--- src/hw/hsbs_pkg.sv ---
// Constants, encodings and boot stage codes for the hub strap and boot sequencer.
// Assumes a single 200 MHz reference clock and an asynchronous active-low reset.
package hsbs_pkg;

  // ----------------------------------------------------------------
  // Sizes
  // ----------------------------------------------------------------
  localparam int PORTS      = 7;
  localparam int NUM_GPIO   = 28;
  localparam int SYNC_DEPTH = 2;
  localparam int SYNC_W     = 57;

  // ----------------------------------------------------------------
  // Resistor-sense codes, shared by all three six-way straps
  // ----------------------------------------------------------------
  localparam logic [2:0] CODE_200K_PD = 3'h0;
  localparam logic [2:0] CODE_200K_PU = 3'h1;
  localparam logic [2:0] CODE_10K_PD  = 3'h2;
  localparam logic [2:0] CODE_10K_PU  = 3'h3;
  localparam logic [2:0] CODE_10R_PD  = 3'h4;
  localparam logic [2:0] CODE_10R_PU  = 3'h5;

  // Mode strap settings.
  localparam logic [2:0] indicators_no_sideband_setting    = CODE_200K_PD;
  localparam logic [2:0] indicators_sideband_slave_setting = CODE_200K_PU;
  localparam logic [2:0] charge_indicator_setting          = CODE_10R_PD;

  // Port masks selected by the count straps.
  localparam logic [6:0] MASK_NONE = 7'h00;
  localparam logic [6:0] MASK_P1   = 7'h01;
  localparam logic [6:0] MASK_P12  = 7'h03;
  localparam logic [6:0] MASK_P13  = 7'h07;
  localparam logic [6:0] MASK_P14  = 7'h0f;
  localparam logic [6:0] MASK_P17  = 7'h7f;

  // ----------------------------------------------------------------
  // Internal ROM defaults, loaded before the straps override them
  // ----------------------------------------------------------------
  localparam logic [6:0] DEF_PORT_DISABLE = 7'h00;
  localparam logic [6:0] DEF_FIXED_MASK   = 7'h00;
  localparam logic [6:0] DEF_CHARGE_MASK  = 7'h00;

  // ----------------------------------------------------------------
  // Serial ROM probe
  // ----------------------------------------------------------------
  localparam int          CLK_MHZ       = 200;
  localparam int          SPI_SCLK_MHZ  = 50;
  localparam int          SPI_HALF_CYC  = (CLK_MHZ + 2 * SPI_SCLK_MHZ - 1) / (2 * SPI_SCLK_MHZ);
  localparam logic [7:0]  SPI_CMD_READ  = 8'h03;
  localparam logic [7:0]  SPI_CMD_DUAL  = 8'h3b;
  localparam logic [23:0] SPI_SIG_ADDR  = 24'h00fffa;
  localparam logic [23:0] SPI_EXEC_ADDR = 24'h000000;
  localparam logic [31:0] SPI_SIGNATURE = 32'h32444655;
  localparam logic [6:0]  SPI_HDR_CLKS  = 7'h20;
  localparam logic [6:0]  SPI_DUMMY     = 7'h08;
  localparam logic [6:0]  SPI_DATA_1B   = 7'h20;
  localparam logic [6:0]  SPI_DATA_2B   = 7'h10;

  // ----------------------------------------------------------------
  // Sideband register that ends the SoC configuration stage
  // ----------------------------------------------------------------
  localparam logic [7:0] SOC_DONE_REG = 8'hff;

  // ----------------------------------------------------------------
  // Boot stages
  // ----------------------------------------------------------------
  typedef enum logic [9:0] {
    ST_INIT    = 10'h001,
    ST_PROBE   = 10'h002,
    ST_EXT     = 10'h004,
    ST_CFG_RD  = 10'h008,
    ST_STRAP   = 10'h010,
    ST_SOC_CFG = 10'h020,
    ST_MERGE   = 10'h040,
    ST_IDLE    = 10'h080,
    ST_CHARGER_DETECT_STAGE  = 10'h100,
    ST_CONNECT = 10'h200
  } hsbs_state_t;

endpackage

--- src/hw/hsbs_sync.sv ---
// Two-stage synchroniser for a bus of independent level inputs.
// Assumes each bit is a slow level; multi-bit coherence is not guaranteed.
`timescale 1ns/1ps
module hsbs_sync #(
  parameter int WIDTH = 1
) (
  // Clock and reset
  input  wire logic             ref_clk,
  input  wire logic             rst_n,
  // Data
  input  wire logic [WIDTH-1:0] async_in,
  output logic      [WIDTH-1:0] sync_out
);

  logic [WIDTH-1:0] meta;

  // The first stage feeds only the second stage.
  always_ff @(posedge ref_clk or negedge rst_n) begin
    if (!rst_n) begin
      meta     <= '0;
      sync_out <= '0;
    end else begin
      meta     <= async_in;
      sync_out <= meta;
    end
  end

endmodule

--- src/hw/hsbs_top.sv ---
// Strap capture, pin function decode and boot stage sequencing for a seven-port hub.
// Assumes resistor-sense front ends present each six-way strap as a 3-bit code, and the
// sideband slave and charger detector live outside and talk on the same clock.
//
// Behaviour
// - Latch all straps at reset release.
// - First mode setting: sideband off, speed indicators.
// - Second mode setting: sideband slave, speed indicators.
// - Speed indicator: float idle, 0 USB2, 1 5G.
// - Fifth setting: charge indicators; others reserved.
// - Charge indicator floats when charging disabled.
// - Charge indicator: 0 handshake done, else 1.
// - Port disabled only when both straps high.
// - Strap disable also disables 5G side.
// - Fixed-port strap decodes six port counts.
// - Charging strap decodes six port counts.
// - GPIO input with pulls, or driven output.
// - Reset low holds standby, all state cleared.
// - Reset high runs boot stages to hub.
// - Probe ROM signature; found, run external.
// - No signature or strap: internal default load.
// - ROM reads single or dual, mode 0/3.
// - Load defaults, then strap overrides.
// - Second setting plus pull-ups enters SoC stage.
// - SoC stage waits forever for register write.
// - Merge, idle without VBUS, then detect/connect.
// - Connect held until VBUS function drops.
`timescale 1ns/1ps
module hsbs_top (
  // Clock and reset
  input  wire logic        ref_clk,
  input  wire logic        rst_n,
  // Configuration straps, asynchronous pins
  input  wire logic [2:0]  mode_strap_code,
  input  wire logic [2:0]  fixed_port_count_strap,
  input  wire logic [2:0]  charging_port_count_strap,
  input  wire logic [6:0]  port_dplus_disable_strap,
  input  wire logic [6:0]  port_dminus_disable_strap,
  input  wire logic        spi_boot_strap,
  // Sideband bus pull sensing and slave events
  input  wire logic        sideband_data_pin_pullup,
  input  wire logic        sideband_clock_pin_pullup,
  input  wire logic        sideband_reg_wr,
  input  wire logic [7:0]  sideband_reg_addr,
  output logic             sideband_enable,
  // Port status from the hub core
  input  wire logic [6:0]  port_connected,
  input  wire logic [6:0]  port_superspeed,
  input  wire logic [6:0]  charge_handshake_done,
  // Programmable indicator pins
  output logic      [6:0]  indicator_out,
  output logic      [6:0]  indicator_oe,
  // General purpose pins and their configuration
  input  wire logic [27:0] gpio_cfg_output,
  input  wire logic [27:0] gpio_cfg_level,
  input  wire logic [27:0] gpio_cfg_pull_en,
  input  wire logic [27:0] gpio_cfg_pull_up,
  input  wire logic [27:0] gpio_in,
  output logic      [27:0] gpio_out,
  output logic      [27:0] gpio_oe,
  output logic      [27:0] gpio_pullup_en,
  output logic      [27:0] gpio_pulldown_en,
  output logic      [27:0] gpio_in_sync,
  // Serial ROM
  input  wire logic        spi_dual_en,
  input  wire logic        spi_mode3,
  input  wire logic        spi_io0_in,
  input  wire logic        spi_io1_in,
  output logic             spi_sclk,
  output logic             spi_ce_n,
  output logic             spi_io0_out,
  output logic             spi_io0_oe,
  output logic             ext_boot,
  output logic      [23:0] ext_exec_addr,
  // Boot sequencing
  input  wire logic        vbus_present,
  input  wire logic        charger_detect_done,
  output logic      [9:0]  boot_stage,
  output logic             hub_suspend,
  output logic             charger_detect_start,
  output logic             usb_connect,
  // Resulting configuration
  output logic      [6:0]  port_disable,
  output logic      [6:0]  ss_port_disable,
  output logic      [6:0]  fixed_port_mask,
  output logic      [6:0]  charge_port_mask
);

  // ----------------------------------------------------------------
  // Pin synchronisation
  // ----------------------------------------------------------------
  logic [56:0] pin_sync;
  logic [2:0]  s_mode;
  logic [2:0]  s_fixed;
  logic [2:0]  s_charge;
  logic [6:0]  s_dp;
  logic [6:0]  s_dm;
  logic        s_spi_boot;
  logic        s_sb_data;
  logic        s_sb_clk;
  logic        s_vbus;
  logic        s_io0;
  logic        s_io1;

  hsbs_sync #(.WIDTH(hsbs_pkg::SYNC_W)) u_sync (
    .ref_clk  (ref_clk),
    .rst_n    (rst_n),
    .async_in ({mode_strap_code, fixed_port_count_strap, charging_port_count_strap,
                port_dplus_disable_strap, port_dminus_disable_strap, spi_boot_strap,
                sideband_data_pin_pullup, sideband_clock_pin_pullup, vbus_present,
                gpio_in, spi_io0_in, spi_io1_in}),
    .sync_out (pin_sync)
  );

  // Unpack the synchronised pins.
  assign {s_mode, s_fixed, s_charge, s_dp, s_dm, s_spi_boot, s_sb_data, s_sb_clk,
          s_vbus, gpio_in_sync, s_io0, s_io1} = pin_sync;

  // ----------------------------------------------------------------
  // Strap latch
  // ----------------------------------------------------------------
  hsbs_pkg::hsbs_state_t state;
  hsbs_pkg::hsbs_state_t next_state;
  logic [1:0] init_cnt;
  logic       straps_latched;
  logic [2:0] l_mode;
  logic [2:0] l_fixed;
  logic [2:0] l_charge;
  logic [6:0] l_dp;
  logic [6:0] l_dm;
  logic       l_spi_boot;
  logic       init_done;

  // The pipes hold reset zeros until they refill, so the capture waits out their depth.
  assign init_done = (init_cnt == 2'(hsbs_pkg::SYNC_DEPTH));

  always_ff @(posedge ref_clk or negedge rst_n) begin
    if (!rst_n) begin
      init_cnt <= 2'h0;
    end else if (state == hsbs_pkg::ST_INIT && !init_done) begin
      init_cnt <= init_cnt + 2'h1;
    end
  end

  // Capture happens once; only a fresh reset opens it again.
  always_ff @(posedge ref_clk or negedge rst_n) begin
    if (!rst_n) begin
      straps_latched <= 1'b0;
      l_mode         <= 3'h0;
      l_fixed        <= 3'h0;
      l_charge       <= 3'h0;
      l_dp           <= 7'h00;
      l_dm           <= 7'h00;
      l_spi_boot     <= 1'b0;
    end else if (init_done && !straps_latched) begin
      straps_latched <= 1'b1;
      l_mode         <= s_mode;
      l_fixed        <= s_fixed;
      l_charge       <= s_charge;
      l_dp           <= s_dp;
      l_dm           <= s_dm;
      l_spi_boot     <= s_spi_boot;
    end
  end

  // Six-way count strap to port mask; unused codes select no ports.
  function automatic logic [6:0] count_mask(input logic [2:0] code);
    case (code)
      hsbs_pkg::CODE_200K_PD: count_mask = hsbs_pkg::MASK_NONE;
      hsbs_pkg::CODE_200K_PU: count_mask = hsbs_pkg::MASK_P1;
      hsbs_pkg::CODE_10K_PD:  count_mask = hsbs_pkg::MASK_P12;
      hsbs_pkg::CODE_10K_PU:  count_mask = hsbs_pkg::MASK_P13;
      hsbs_pkg::CODE_10R_PD:  count_mask = hsbs_pkg::MASK_P14;
      hsbs_pkg::CODE_10R_PU:  count_mask = hsbs_pkg::MASK_P17;
      default:                count_mask = hsbs_pkg::MASK_NONE;
    endcase
  endfunction

  // ----------------------------------------------------------------
  // Serial ROM signature probe
  // ----------------------------------------------------------------
  logic        spi_busy;
  logic        spi_done;
  logic [1:0]  half_cnt;
  logic        sclk_phase;
  logic [6:0]  clk_cnt;
  logic [31:0] tx_shift;
  logic [31:0] rx_shift;
  logic        dual_l;
  logic        mode3_l;
  logic [6:0]  data_start;
  logic [6:0]  total_clks;
  logic        half_tick;
  logic        in_data;

  assign data_start = dual_l ? hsbs_pkg::SPI_HDR_CLKS + hsbs_pkg::SPI_DUMMY
                             : hsbs_pkg::SPI_HDR_CLKS;
  assign total_clks = data_start + (dual_l ? hsbs_pkg::SPI_DATA_2B : hsbs_pkg::SPI_DATA_1B);
  assign half_tick  = (half_cnt == 2'(hsbs_pkg::SPI_HALF_CYC - 1));
  assign in_data    = (clk_cnt >= data_start);

  // Each ROM clock is a low half then a high half; mode 3 differs only in idle level.
  always_ff @(posedge ref_clk or negedge rst_n) begin
    if (!rst_n) begin
      spi_busy   <= 1'b0;
      spi_done   <= 1'b0;
      half_cnt   <= 2'h0;
      sclk_phase <= 1'b0;
      clk_cnt    <= 7'h00;
      tx_shift   <= 32'h00000000;
      rx_shift   <= 32'h00000000;
      dual_l     <= 1'b0;
      mode3_l    <= 1'b0;
    end else if (state == hsbs_pkg::ST_PROBE && !spi_busy && !spi_done) begin
      spi_busy   <= 1'b1;
      dual_l     <= spi_dual_en;
      mode3_l    <= spi_mode3;
      half_cnt   <= 2'h0;
      sclk_phase <= 1'b0;
      clk_cnt    <= 7'h00;
      tx_shift   <= {spi_dual_en ? hsbs_pkg::SPI_CMD_DUAL : hsbs_pkg::SPI_CMD_READ,
                     hsbs_pkg::SPI_SIG_ADDR};
    end else if (spi_busy) begin
      half_cnt <= half_tick ? 2'h0 : half_cnt + 2'h1;
      if (half_tick) begin
        sclk_phase <= ~sclk_phase;
        if (sclk_phase) begin
          // Falling edge: synchronised data now shows the level at the rising edge.
          if (in_data) begin
            rx_shift <= dual_l ? {rx_shift[29:0], s_io1, s_io0} : {rx_shift[30:0], s_io1};
          end
          tx_shift <= {tx_shift[30:0], 1'b0};
          clk_cnt  <= clk_cnt + 7'h01;
          if (clk_cnt + 7'h01 == total_clks) begin
            spi_busy <= 1'b0;
            spi_done <= 1'b1;
          end
        end
      end
    end
  end

  // ROM pins; io0 turns round to input for the dual data phase.
  always_comb begin
    spi_ce_n    = ~spi_busy;
    spi_sclk    = spi_busy ? sclk_phase : mode3_l;
    spi_io0_out = tx_shift[31];
    spi_io0_oe  = spi_busy && !(dual_l && in_data);
  end

  // ----------------------------------------------------------------
  // Boot stage sequencer
  // ----------------------------------------------------------------
  logic soc_done;

  assign soc_done = sideband_reg_wr && (sideband_reg_addr == hsbs_pkg::SOC_DONE_REG);

  always_comb begin
    next_state = state;
    case (state)
      hsbs_pkg::ST_INIT: begin
        if (straps_latched) begin
          next_state = l_spi_boot ? hsbs_pkg::ST_PROBE : hsbs_pkg::ST_CFG_RD;
        end
      end
      hsbs_pkg::ST_PROBE: begin
        if (spi_done) begin
          next_state = (rx_shift == hsbs_pkg::SPI_SIGNATURE) ? hsbs_pkg::ST_EXT
                                                             : hsbs_pkg::ST_CFG_RD;
        end
      end
      hsbs_pkg::ST_EXT:    next_state = hsbs_pkg::ST_EXT;
      hsbs_pkg::ST_CFG_RD: next_state = hsbs_pkg::ST_STRAP;
      hsbs_pkg::ST_STRAP: begin
        if (l_mode == hsbs_pkg::indicators_sideband_slave_setting && s_sb_data && s_sb_clk) begin
          next_state = hsbs_pkg::ST_SOC_CFG;
        end else begin
          next_state = hsbs_pkg::ST_MERGE;
        end
      end
      hsbs_pkg::ST_SOC_CFG: begin
        if (soc_done) begin
          next_state = hsbs_pkg::ST_MERGE;
        end
      end
      hsbs_pkg::ST_MERGE: next_state = hsbs_pkg::ST_IDLE;
      hsbs_pkg::ST_IDLE: begin
        if (s_vbus) begin
          next_state = (charge_port_mask != 7'h00) ? hsbs_pkg::ST_CHARGER_DETECT_STAGE
                                                   : hsbs_pkg::ST_CONNECT;
        end
      end
      hsbs_pkg::ST_CHARGER_DETECT_STAGE: begin
        if (charger_detect_done) begin
          next_state = hsbs_pkg::ST_CONNECT;
        end
      end
      hsbs_pkg::ST_CONNECT: begin
        if (!s_vbus) begin
          next_state = hsbs_pkg::ST_IDLE;
        end
      end
      default: next_state = hsbs_pkg::ST_INIT;
    endcase
  end

  // Reset low parks everything in the first stage with nothing kept.
  always_ff @(posedge ref_clk or negedge rst_n) begin
    if (!rst_n) begin
      state <= hsbs_pkg::ST_INIT;
    end else begin
      state <= next_state;
    end
  end

  // Stage flags seen by the rest of the hub.
  always_ff @(posedge ref_clk or negedge rst_n) begin
    if (!rst_n) begin
      ext_boot             <= 1'b0;
      ext_exec_addr        <= 24'h000000;
      hub_suspend          <= 1'b0;
      charger_detect_start <= 1'b0;
      usb_connect          <= 1'b0;
    end else begin
      ext_boot             <= (next_state == hsbs_pkg::ST_EXT);
      ext_exec_addr        <= hsbs_pkg::SPI_EXEC_ADDR;
      hub_suspend          <= (next_state == hsbs_pkg::ST_IDLE) && !s_vbus;
      charger_detect_start <= (next_state == hsbs_pkg::ST_CHARGER_DETECT_STAGE);
      usb_connect          <= (next_state == hsbs_pkg::ST_CONNECT);
    end
  end

  assign boot_stage = state;

  // ----------------------------------------------------------------
  // Configuration: defaults, then strap overrides
  // ----------------------------------------------------------------
  always_ff @(posedge ref_clk or negedge rst_n) begin
    if (!rst_n) begin
      port_disable     <= hsbs_pkg::DEF_PORT_DISABLE;
      ss_port_disable  <= hsbs_pkg::DEF_PORT_DISABLE;
      fixed_port_mask  <= hsbs_pkg::DEF_FIXED_MASK;
      charge_port_mask <= hsbs_pkg::DEF_CHARGE_MASK;
      sideband_enable  <= 1'b0;
    end else if (state == hsbs_pkg::ST_CFG_RD) begin
      port_disable     <= hsbs_pkg::DEF_PORT_DISABLE;
      ss_port_disable  <= hsbs_pkg::DEF_PORT_DISABLE;
      fixed_port_mask  <= hsbs_pkg::DEF_FIXED_MASK;
      charge_port_mask <= hsbs_pkg::DEF_CHARGE_MASK;
    end else if (state == hsbs_pkg::ST_STRAP) begin
      port_disable     <= l_dp & l_dm;
      ss_port_disable  <= l_dp & l_dm;
      fixed_port_mask  <= count_mask(l_fixed);
      charge_port_mask <= count_mask(l_charge);
      sideband_enable  <= (l_mode == hsbs_pkg::indicators_sideband_slave_setting);
    end
  end

  // ----------------------------------------------------------------
  // Programmable indicator pins
  // ----------------------------------------------------------------
  // Indicators stay released until the straps are latched, so a board never sees a glitch.
  always_ff @(posedge ref_clk or negedge rst_n) begin
    if (!rst_n) begin
      indicator_out <= 7'h00;
      indicator_oe  <= 7'h00;
    end else if (!straps_latched) begin
      indicator_out <= 7'h00;
      indicator_oe  <= 7'h00;
    end else begin
      case (l_mode)
        hsbs_pkg::indicators_no_sideband_setting,
        hsbs_pkg::indicators_sideband_slave_setting: begin
          indicator_oe  <= port_connected;
          indicator_out <= port_superspeed;
        end
        hsbs_pkg::charge_indicator_setting: begin
          indicator_oe  <= charge_port_mask;
          indicator_out <= ~charge_handshake_done;
        end
        default: begin
          indicator_oe  <= 7'h00;
          indicator_out <= 7'h00;
        end
      endcase
    end
  end

  // ----------------------------------------------------------------
  // General purpose pins
  // ----------------------------------------------------------------
  // Pulls apply only to inputs; a driven pin never fights its own pull.
  always_ff @(posedge ref_clk or negedge rst_n) begin
    if (!rst_n) begin
      gpio_out         <= 28'h0000000;
      gpio_oe          <= 28'h0000000;
      gpio_pullup_en   <= 28'h0000000;
      gpio_pulldown_en <= 28'h0000000;
    end else begin
      gpio_oe          <= gpio_cfg_output;
      gpio_out         <= gpio_cfg_output & gpio_cfg_level;
      gpio_pullup_en   <= ~gpio_cfg_output & gpio_cfg_pull_en & gpio_cfg_pull_up;
      gpio_pulldown_en <= ~gpio_cfg_output & gpio_cfg_pull_en & ~gpio_cfg_pull_up;
    end
  end

endmodule

--- config.mk ---
export PLATFORM = sky130hd
export DESIGN_NAME = hsbs_top
export DESIGN_NICKNAME = d
export VERILOG_FILES = /design/src/hw/hsbs_pkg.sv /design/src/hw/hsbs_sync.sv /design/src/hw/hsbs_top.sv
export SDC_FILE = /design/constraint.sdc
export NUM_CORES = 1
export LEC_CHECK = 0
export BUFFER_PORTS_ARGS = -buffer_cell sky130_fd_sc_hd__buf_2
export CAP_MARGIN = 25
export CORE_MARGIN = 5
export CORE_UTILIZATION = 35
export DETAILED_ROUTE_END_ITERATION = 8
export GPL_TIMING_DRIVEN = 0
export PLACE_DENSITY_LB_ADDON = 0.1
export SETUP_SLACK_MARGIN = 0.3
export SLEW_MARGIN = 20
export SYNTH_ARGS = -nofsm -noshare
export SYNTH_HDL_FRONTEND = slang
export SYNTH_HIERARCHICAL = 1
export SYNTH_SLANG_ARGS = --single-unit
export TNS_END_PERCENT = 30
--- constraint.sdc ---
create_clock -name ref_clk -period 2.3 [get_ports ref_clk]
set_clock_uncertainty 0.15 [all_clocks]
set_input_delay 0.23 -clock ref_clk [delete_from_list [all_inputs] [get_ports ref_clk]]
set_output_delay 0.23 -clock ref_clk [all_outputs]
set_load 0.005 [all_outputs]
==> impl_metrics.csv, run 1 <==
group,metric,value,unit
status,status,"completed",
global_route,met1_usage,20.94,%
power,power_frac_seq,41.8,%
sta,rsz0062_at_grt,"yes",
sta,hold_viol,0,
finish,layout_commonest_cell,"buf_2",
power,p_switching,4.889,mW
clocking,cts_root_buffer,"clkbuf_16",
power,clkPwrFrac,37.4,%
route,wl_per_cell,17.16,microns
synthesis,ys_types,64,
die,coreArea,0.03767,sq mm
sta,period_share,99.14,%
finish,design_area,0.02103,sq mm
sta,relSlewSlack,52.55,%
route,route.detailed.drc,0,
global_route,grt_pass1_wl,59.83,mm
finish,fill_cells,3212,
power,combPwrFrac,20.8,%
die,top_level_ports,429,
route,wl,39.25,mm
setup_path,cp_slowest_stage_delay,0.33,ns
finish,area_delta_synth_final,57.47,%
placed_design,place.gp.congestion,0.8022,
sta,setup_ws,0.01981,ns
route,drtPass1Iterations,4,
route,drt-vias-per-instance,4.491,
power,leakage,10.50,nW
finish,final_util,55.84,%
synthesis,avgSynthCellArea,13.25,sq um
setup_path,start_kind,"flip-flop",
finish,layout-drive-gt1-share,40.82,%
sta,worstMarginPinSlew,0.7117,ns
synthesis,synth_flop_cell,"dfrtp_1",
global_route,met3_usage,6.036,%
global_route,grt_max_degree,99,
sta,fin_tns_setup,0,ns
synthesis,ys_ff_latch,376,
global_route,gr-usage-met2,30.90,%
power,peakVddDrop,0.0005718,V
global_route,grt_pass1_vias,10890,
power,power-per-cell-area,863.4,mW/mm^2
clocking,ctsHtreeMaxLevel,2,
sta,slew_viol_final,0,
die,die_area,0.04217,sq mm
global_route,busiest_layer,"met2",
clocking,clock_path_buffers,3,
synthesis,synthCells,1008,
clocking,cts_tree,"yes",
route,dr_total_vias,10280,
power,p_int,13.27,mW
finish,fin_cells,2288,
synthesis,netlist_area,0.01336,sq mm
global_route,grt_use_total,18.08,%
setup_path,worstPathArrival,1.90,ns
setup_path,reg2regPathDepth,7,
finish,fin_nets,1953,
die,dieWidth,205.4,microns
sta,period_needed,2.280,ns
placed_design,portBuffers,404,
setup_path,cp-end-kind,"output port",
route,drt_iter0_drc,407,
synthesis,yosysSeqAreaShare,70.45,%
clocking,cts.sinks,376,
job,cap_violations,0,
placed_design,hpwlAfterDp,26.65,mm
synthesis,ys_warn_count,6,
global_route,grt_antenna_before_repair,2,
sta,hold_ws,0.08848,ns
setup_path,cp.required,1.92,ns
setup_path,critPathKind,"flip-flop to output port",
setup_path,worstPathCellList,"clkbuf_8, inv_4, ha_4, nand3b_1, a31oi_2, o21a_1, nor2_1, buf_2",
setup_path,critPathSlowestCell,"dfrtp_1",
sta,max_freq,0.4386,GHz
power,p_total,18.16,mW
placed_design,place_ws,-0.1595,ns
route,drtAntennaViolNets,0,
clocking,cts_inserted_buffers,41,
synthesis,synth-edff-count,0,
power,switching_share,26.92,%
clocking,clk_pin_slew,0.06,ns
global_route,overflow,0,
finish,most-common-layout-cells,"buf_2, dfrtp_1, dlygate4sd3_1, nand2_1, buf_4",
placed_design,placed_cell_area,0.01620,sq mm
placed_design,dp.cells,1949,
die,start_util,35.46,%
die,fp.dieH,205.4,microns
setup_path,crit_fanout,2,
min_path,min_path_type,"input pin to asynchronous set/reset pin",
die,rows,71,
sta,setup_viol,0,
synthesis,async_flop_share,100.0,%
clocking,insertion_delay,0.55,ns
-- layer usage --
metal,part of all wire (%),vias to the layer above
li1,-,4870
met1,38,5011
met2,50,320
met3,8.1,73
met4,3.7,2
met5,0.018,-
-- flip-flops by register name, summed over array words and instances (netlist names), 10 cells and up --
name / flops
u_sync/sync_out: 57
u_sync/meta: 57
rx_shift: 32
tx_shift: 31
gpio_pullup_en: 28
gpio_out: 28
gpio_pulldown_en: 28
boot_stage: 10
gpio_oe: 28
-- synthesized netlist by cell type, drive strengths merged (2+ instances only) --
| library cell | instances | area [sq um] |
|---|---|---|
| nor3b | 30 | 225.2 |
| a32o | 7 | 70.07 |
| o21a | 2 | 15.01 |
| clkbuf | 23 | 87.58 |
| and2 | 28 | 175.2 |
| mux2i | 32 | 320.3 |
| nor4 | 8 | 101.3 |
| and3b | 29 | 254.0 |
| nor4b | 4 | 35.03 |
| a22o | 5 | 43.79 |
| xor2 | 4 | 35.03 |
| o41ai | 2 | 17.52 |
| o211ai | 2 | 20.02 |
| mux2 | 21 | 236.5 |
| nand4b | 7 | 76.32 |
| or4b | 2 | 23.77 |
| nor2b | 2 | 12.51 |
| nor3 | 12 | 65.06 |
| a21oi | 32 | 160.2 |
| nand4 | 6 | 37.54 |
| nand2 | 136 | 513.0 |
| a31oi | 3 | 18.77 |
| nand3 | 26 | 135.1 |
| o21ai | 57 | 285.3 |
| and3 | 3 | 18.77 |
| or3 | 3 | 23.77 |
| nand3b | 6 | 45.04 |
| dfrtp | 375 | 9384 |
| nand2b | 6 | 37.54 |
| inv | 13 | 48.80 |
| o22ai | 4 | 25.02 |
| nor2 | 34 | 130.1 |
| or2 | 3 | 18.77 |
| ha | 6 | 75.07 |
| nor4bb | 3 | 30.03 |
| xnor2 | 9 | 78.83 |
| buf | 51 | 357.8 |
-- worst max-delay path, delay by kind of cell, from the launching register on --
kind            cells  cell delay [ns]
buf+inv             3             0.27
fa+ha+maj           1             0.24
simple gates        2             0.13
compound gates      2             0.37
flops               1             0.33
-- layout make-up --
class | instances | area (sq um) | share of cell area [%]
flip-flops and latches | 376 | 9417 | 44.77
plain buffers | 74 | 626.9 | 2.980
inverters | 14 | 55.05 | 0.2617
repair buffers | 669 | 4761 | 22.63
multi-input cells | 567 | 4113 | 19.55
diodes | 1 | 2.502 | 0.01190
clock inverters | 8 | 141.4 | 0.6722
clock buffers | 68 | 1279 | 6.079
well taps | 511 | 639.4 | 3.040
-- path summary, 6_finish.rpt --
kind | start | endpoint | slack [ns]
max in group asynchronous | rst_n | gpio_out[3] | 0.74
worst min register to register | u_sync/meta[35] | u_sync/sync_out[35] | 0.19
worst max register to register | boot_stage[6] | tx_shift[10] | 0.15
worst min-delay path | rst_n | indicator_out[2] | 0.09
worst max-delay path | clk_cnt[3] | spi_io0_oe | 0.02
min in group ref_clk | sideband_data_pin_pullup | u_sync/meta[32] | 0.16
-- cell families after synthesis --
group	synth area share, %
simple gates	14.83
compound gates	5.386
xor+xnor	0.8524
fa+ha+maj	0.5620
buf+inv	3.728
other cells	0.02807
flops	70.45
mux	4.168
-- timing repair --
item                                    CTS  global route
gates resized for setup                  82           183
gates cloned                              0             4
setup buffers                             2            28
endpoints found under the setup margin  129           217
hold endpoints to repair                283             0
pin swaps                                32            52
hold buffers                            228             0
-- power by group through the flow --
stage	Sequential, mW	Combinational [mW]	Clock, mW
6_report	7.59	3.78	6.80
5_1_grt	7.66	4.15	7.30
4_1_cts	7.58	3.28	7.02
3_5_place_dp	7.67	2.76	0
3_3_place_gp	7.67	2.70	0
2_1_floorplan	7.62	1.64	0
(Power assumes the default switching activity.)
==> inputs of run 2 (changes only) <==
Settings changed: BUFFER_PORTS_ARGS -buffer_cell sky130_fd_sc_hd__buf_2 to -buffer_cell sky130_fd_sc_hd__buf_4, CORE_MARGIN 5 to 2.
==> impl_metrics.csv, run 2 (synthesized netlist as in run 1, its figures left out) <==
group,metric,value,unit
sta,fin_tns_setup,0,ns
sta,hold_ws,0.09719,ns
global_route,grt_max_degree,91,
sta,setup_ws,0.03266,ns
die,die_area,0.03974,sq mm
finish,final_util,58.43,%
finish,fill_cells,3112,
sta,setup_viol,0,
finish,fin_nets,1955,
clocking,cts_root_buffer,"clkbuf_16",
sta,relSlewSlack,50.87,%
finish,largestRegisters,"u_sync/meta x57, u_sync/sync_out x57, rx_shift x32",
route,wl,38.15,mm
die,top_level_ports,429,
setup_path,r2r_start,"boot_stage[9]",
clocking,ctsHtreeMaxLevel,2,
sta,period_needed,2.267,ns
finish,antenna_cells,0,
setup_path,critPathKind,"flip-flop to output port",
route,route.detailed.drc,0,
finish,most-common-layout-cells,"buf_4, dfrtp_1, dlygate4sd3_1, nand2_1, clkbuf_16",
power,power-per-cell-area,824.7,mW/mm^2
finish,fin_cells,2288,
sta,slew_viol_final,0,
clocking,cts_tree,"yes",
route,drtAntennaViolNets,0,
sta,worstMarginPinSlew,0.7370,ns
global_route,grt_antenna_before_repair,0,
placed_design,place.gp.congestion,0.8080,
die,coreArea,0.03767,sq mm
setup_path,reg2reg_to,"tx_shift[29]",
global_route,grt_pass1_wl,57.76,mm
clocking,cts.sinks,376,
job,cap_violations,0,
die,dieWidth,199.4,microns
die,fp.dieH,199.4,microns
die,rows,71,
placed_design,dp.cells,1950,
finish,layout_commonest_cell,"buf_4",
finish,layout-drive-gt1-share,41.19,%
status,status,"completed",
placed_design,portBuffers,404,
die,start_util,35.46,%
route,drt_iter0_drc,301,
route,drt-vias-per-instance,4.497,
clocking,cts_inserted_buffers,42,
clocking,insertion_delay,0.58,ns
route,drtPass1Iterations,4,
setup_path,regToRegSetupSlack,0.16,ns
route,dr_total_vias,10290,
setup_path,crit_fanout,2,
power,leakage,10.70,nW
setup_path,reg2regPathDepth,7,
finish,area_delta_synth_final,64.75,%
global_route,grt_pass1_vias,10690,
setup_path,worstPathArrival,1.89,ns
placed_design,hpwlAfterDp,25.84,mm
setup_path,start_kind,"flip-flop",
global_route,overflow,0,
sta,rsz0062_at_grt,"yes",
setup_path,cp-end-kind,"output port",
min_path,min_path_type,"input pin to asynchronous set/reset pin",
route,wl_per_cell,16.68,microns
clocking,clock_path_buffers,3,
placed_design,place_ws,-0.1847,ns
clocking,clk_pin_slew,0.06,ns
sta,max_freq,0.4410,GHz
sta,hold_viol,0,
global_route,grt_use_total,18.88,%
sta,period_share,98.58,%
setup_path,cp.required,1.92,ns
power,peakVddDrop,0.0005894,V
## run 2: cell types whose count changed in the layout (fill, tap and decap cells not counted), moves of 3 or more
cell,before,now
nand2_1,95,92
buf_4,58,466
nor2_4,2,6
clkinv_2,3,9
clkbuf_8,14,9
buf_2,406,1
nor2_1,29,26
## run 2: metrics by stage
step	total power, mW	instance area (sq um)
final	18.15	22010
after global routing	19.09	22010
after CTS	17.82	21180
after detailed placement	10.69	17240
after global placement	10.61	17120
after floorplan	9.261	13450
## run 2: worst max-delay path by stage
stage / startpoint / end / slack [ns] / depth (start not counted)
6_report: clk_cnt[3] / spi_io0_oe / 0.03 / 8
5_1_grt: clk_cnt[3] / spi_io0_oe / -0.07 / 8
4_1_cts: clk_cnt[3] / spi_io0_oe / -0.03 / 8
3_5_place_dp: clk_cnt[3] / rx_shift[21] / -0.18 / 9
3_3_place_gp: rst_n / gpio_oe[5] / -2.89 / 1
2_1_floorplan: boot_stage[6] / tx_shift[29] / 0.31 / 7
## run 2: worst max-delay path, stage by stage, from the launching register on
cell	delay [ns]
dfrtp_1	0.36
clkbuf_8	0.14
inv_4	0.05
ha_4	0.18
nand3b_1	0.09
a31oi_2	0.10
o21a_1	0.20
nor2_1	0.10
buf_4	0.11
## run 2: layout make-up
cell class | count | area, sq um | share of cell area [%]
Sequential cell | 376 | 9414 | 42.78
Inverter | 14 | 55.05 | 0.2502
Multi-Input combinational cell | 567 | 4143 | 18.82
Clock inverter | 15 | 168.9 | 0.7675
Clock buffer | 61 | 1202 | 5.464
Buffer | 74 | 628.1 | 2.854
Timing Repair Buffer | 670 | 5757 | 26.16
Tap cell | 511 | 639.4 | 2.905
## run 2: report_power, final
| part | leakage (nW) | internal (mW) | total (mW) | switching, mW |
|---|---|---|---|---|
| Combinational | 5.29 | 2.14 | 4.04 | 1.90 |
| Sequential | 4.74 | 7.24 | 7.59 | 0.355 |
| Clock | 0.676 | 3.79 | 6.52 | 2.73 |
## run 2: repair_timing
item / CTS / global route
setup buffers: 2 / 28
gates cloned: 0 / 4
hold endpoints to repair: 278 / 0
hold buffers: 228 / 0
pin swaps: 33 / 72
resized for setup: 80 / 194
setup endpoints to repair: 130 / 120
## run 2: layer usage
layer / vias up / share of wire [%] / GRT usage (%)
met5: - / 0 / 0
met3: 68 / 7.5 / 6.025
met4: 0 / 3.9 / 8.642
li1: 4863 / - / -
met1: 5046 / 38 / 21.50
met2: 313 / 51 / 32.39
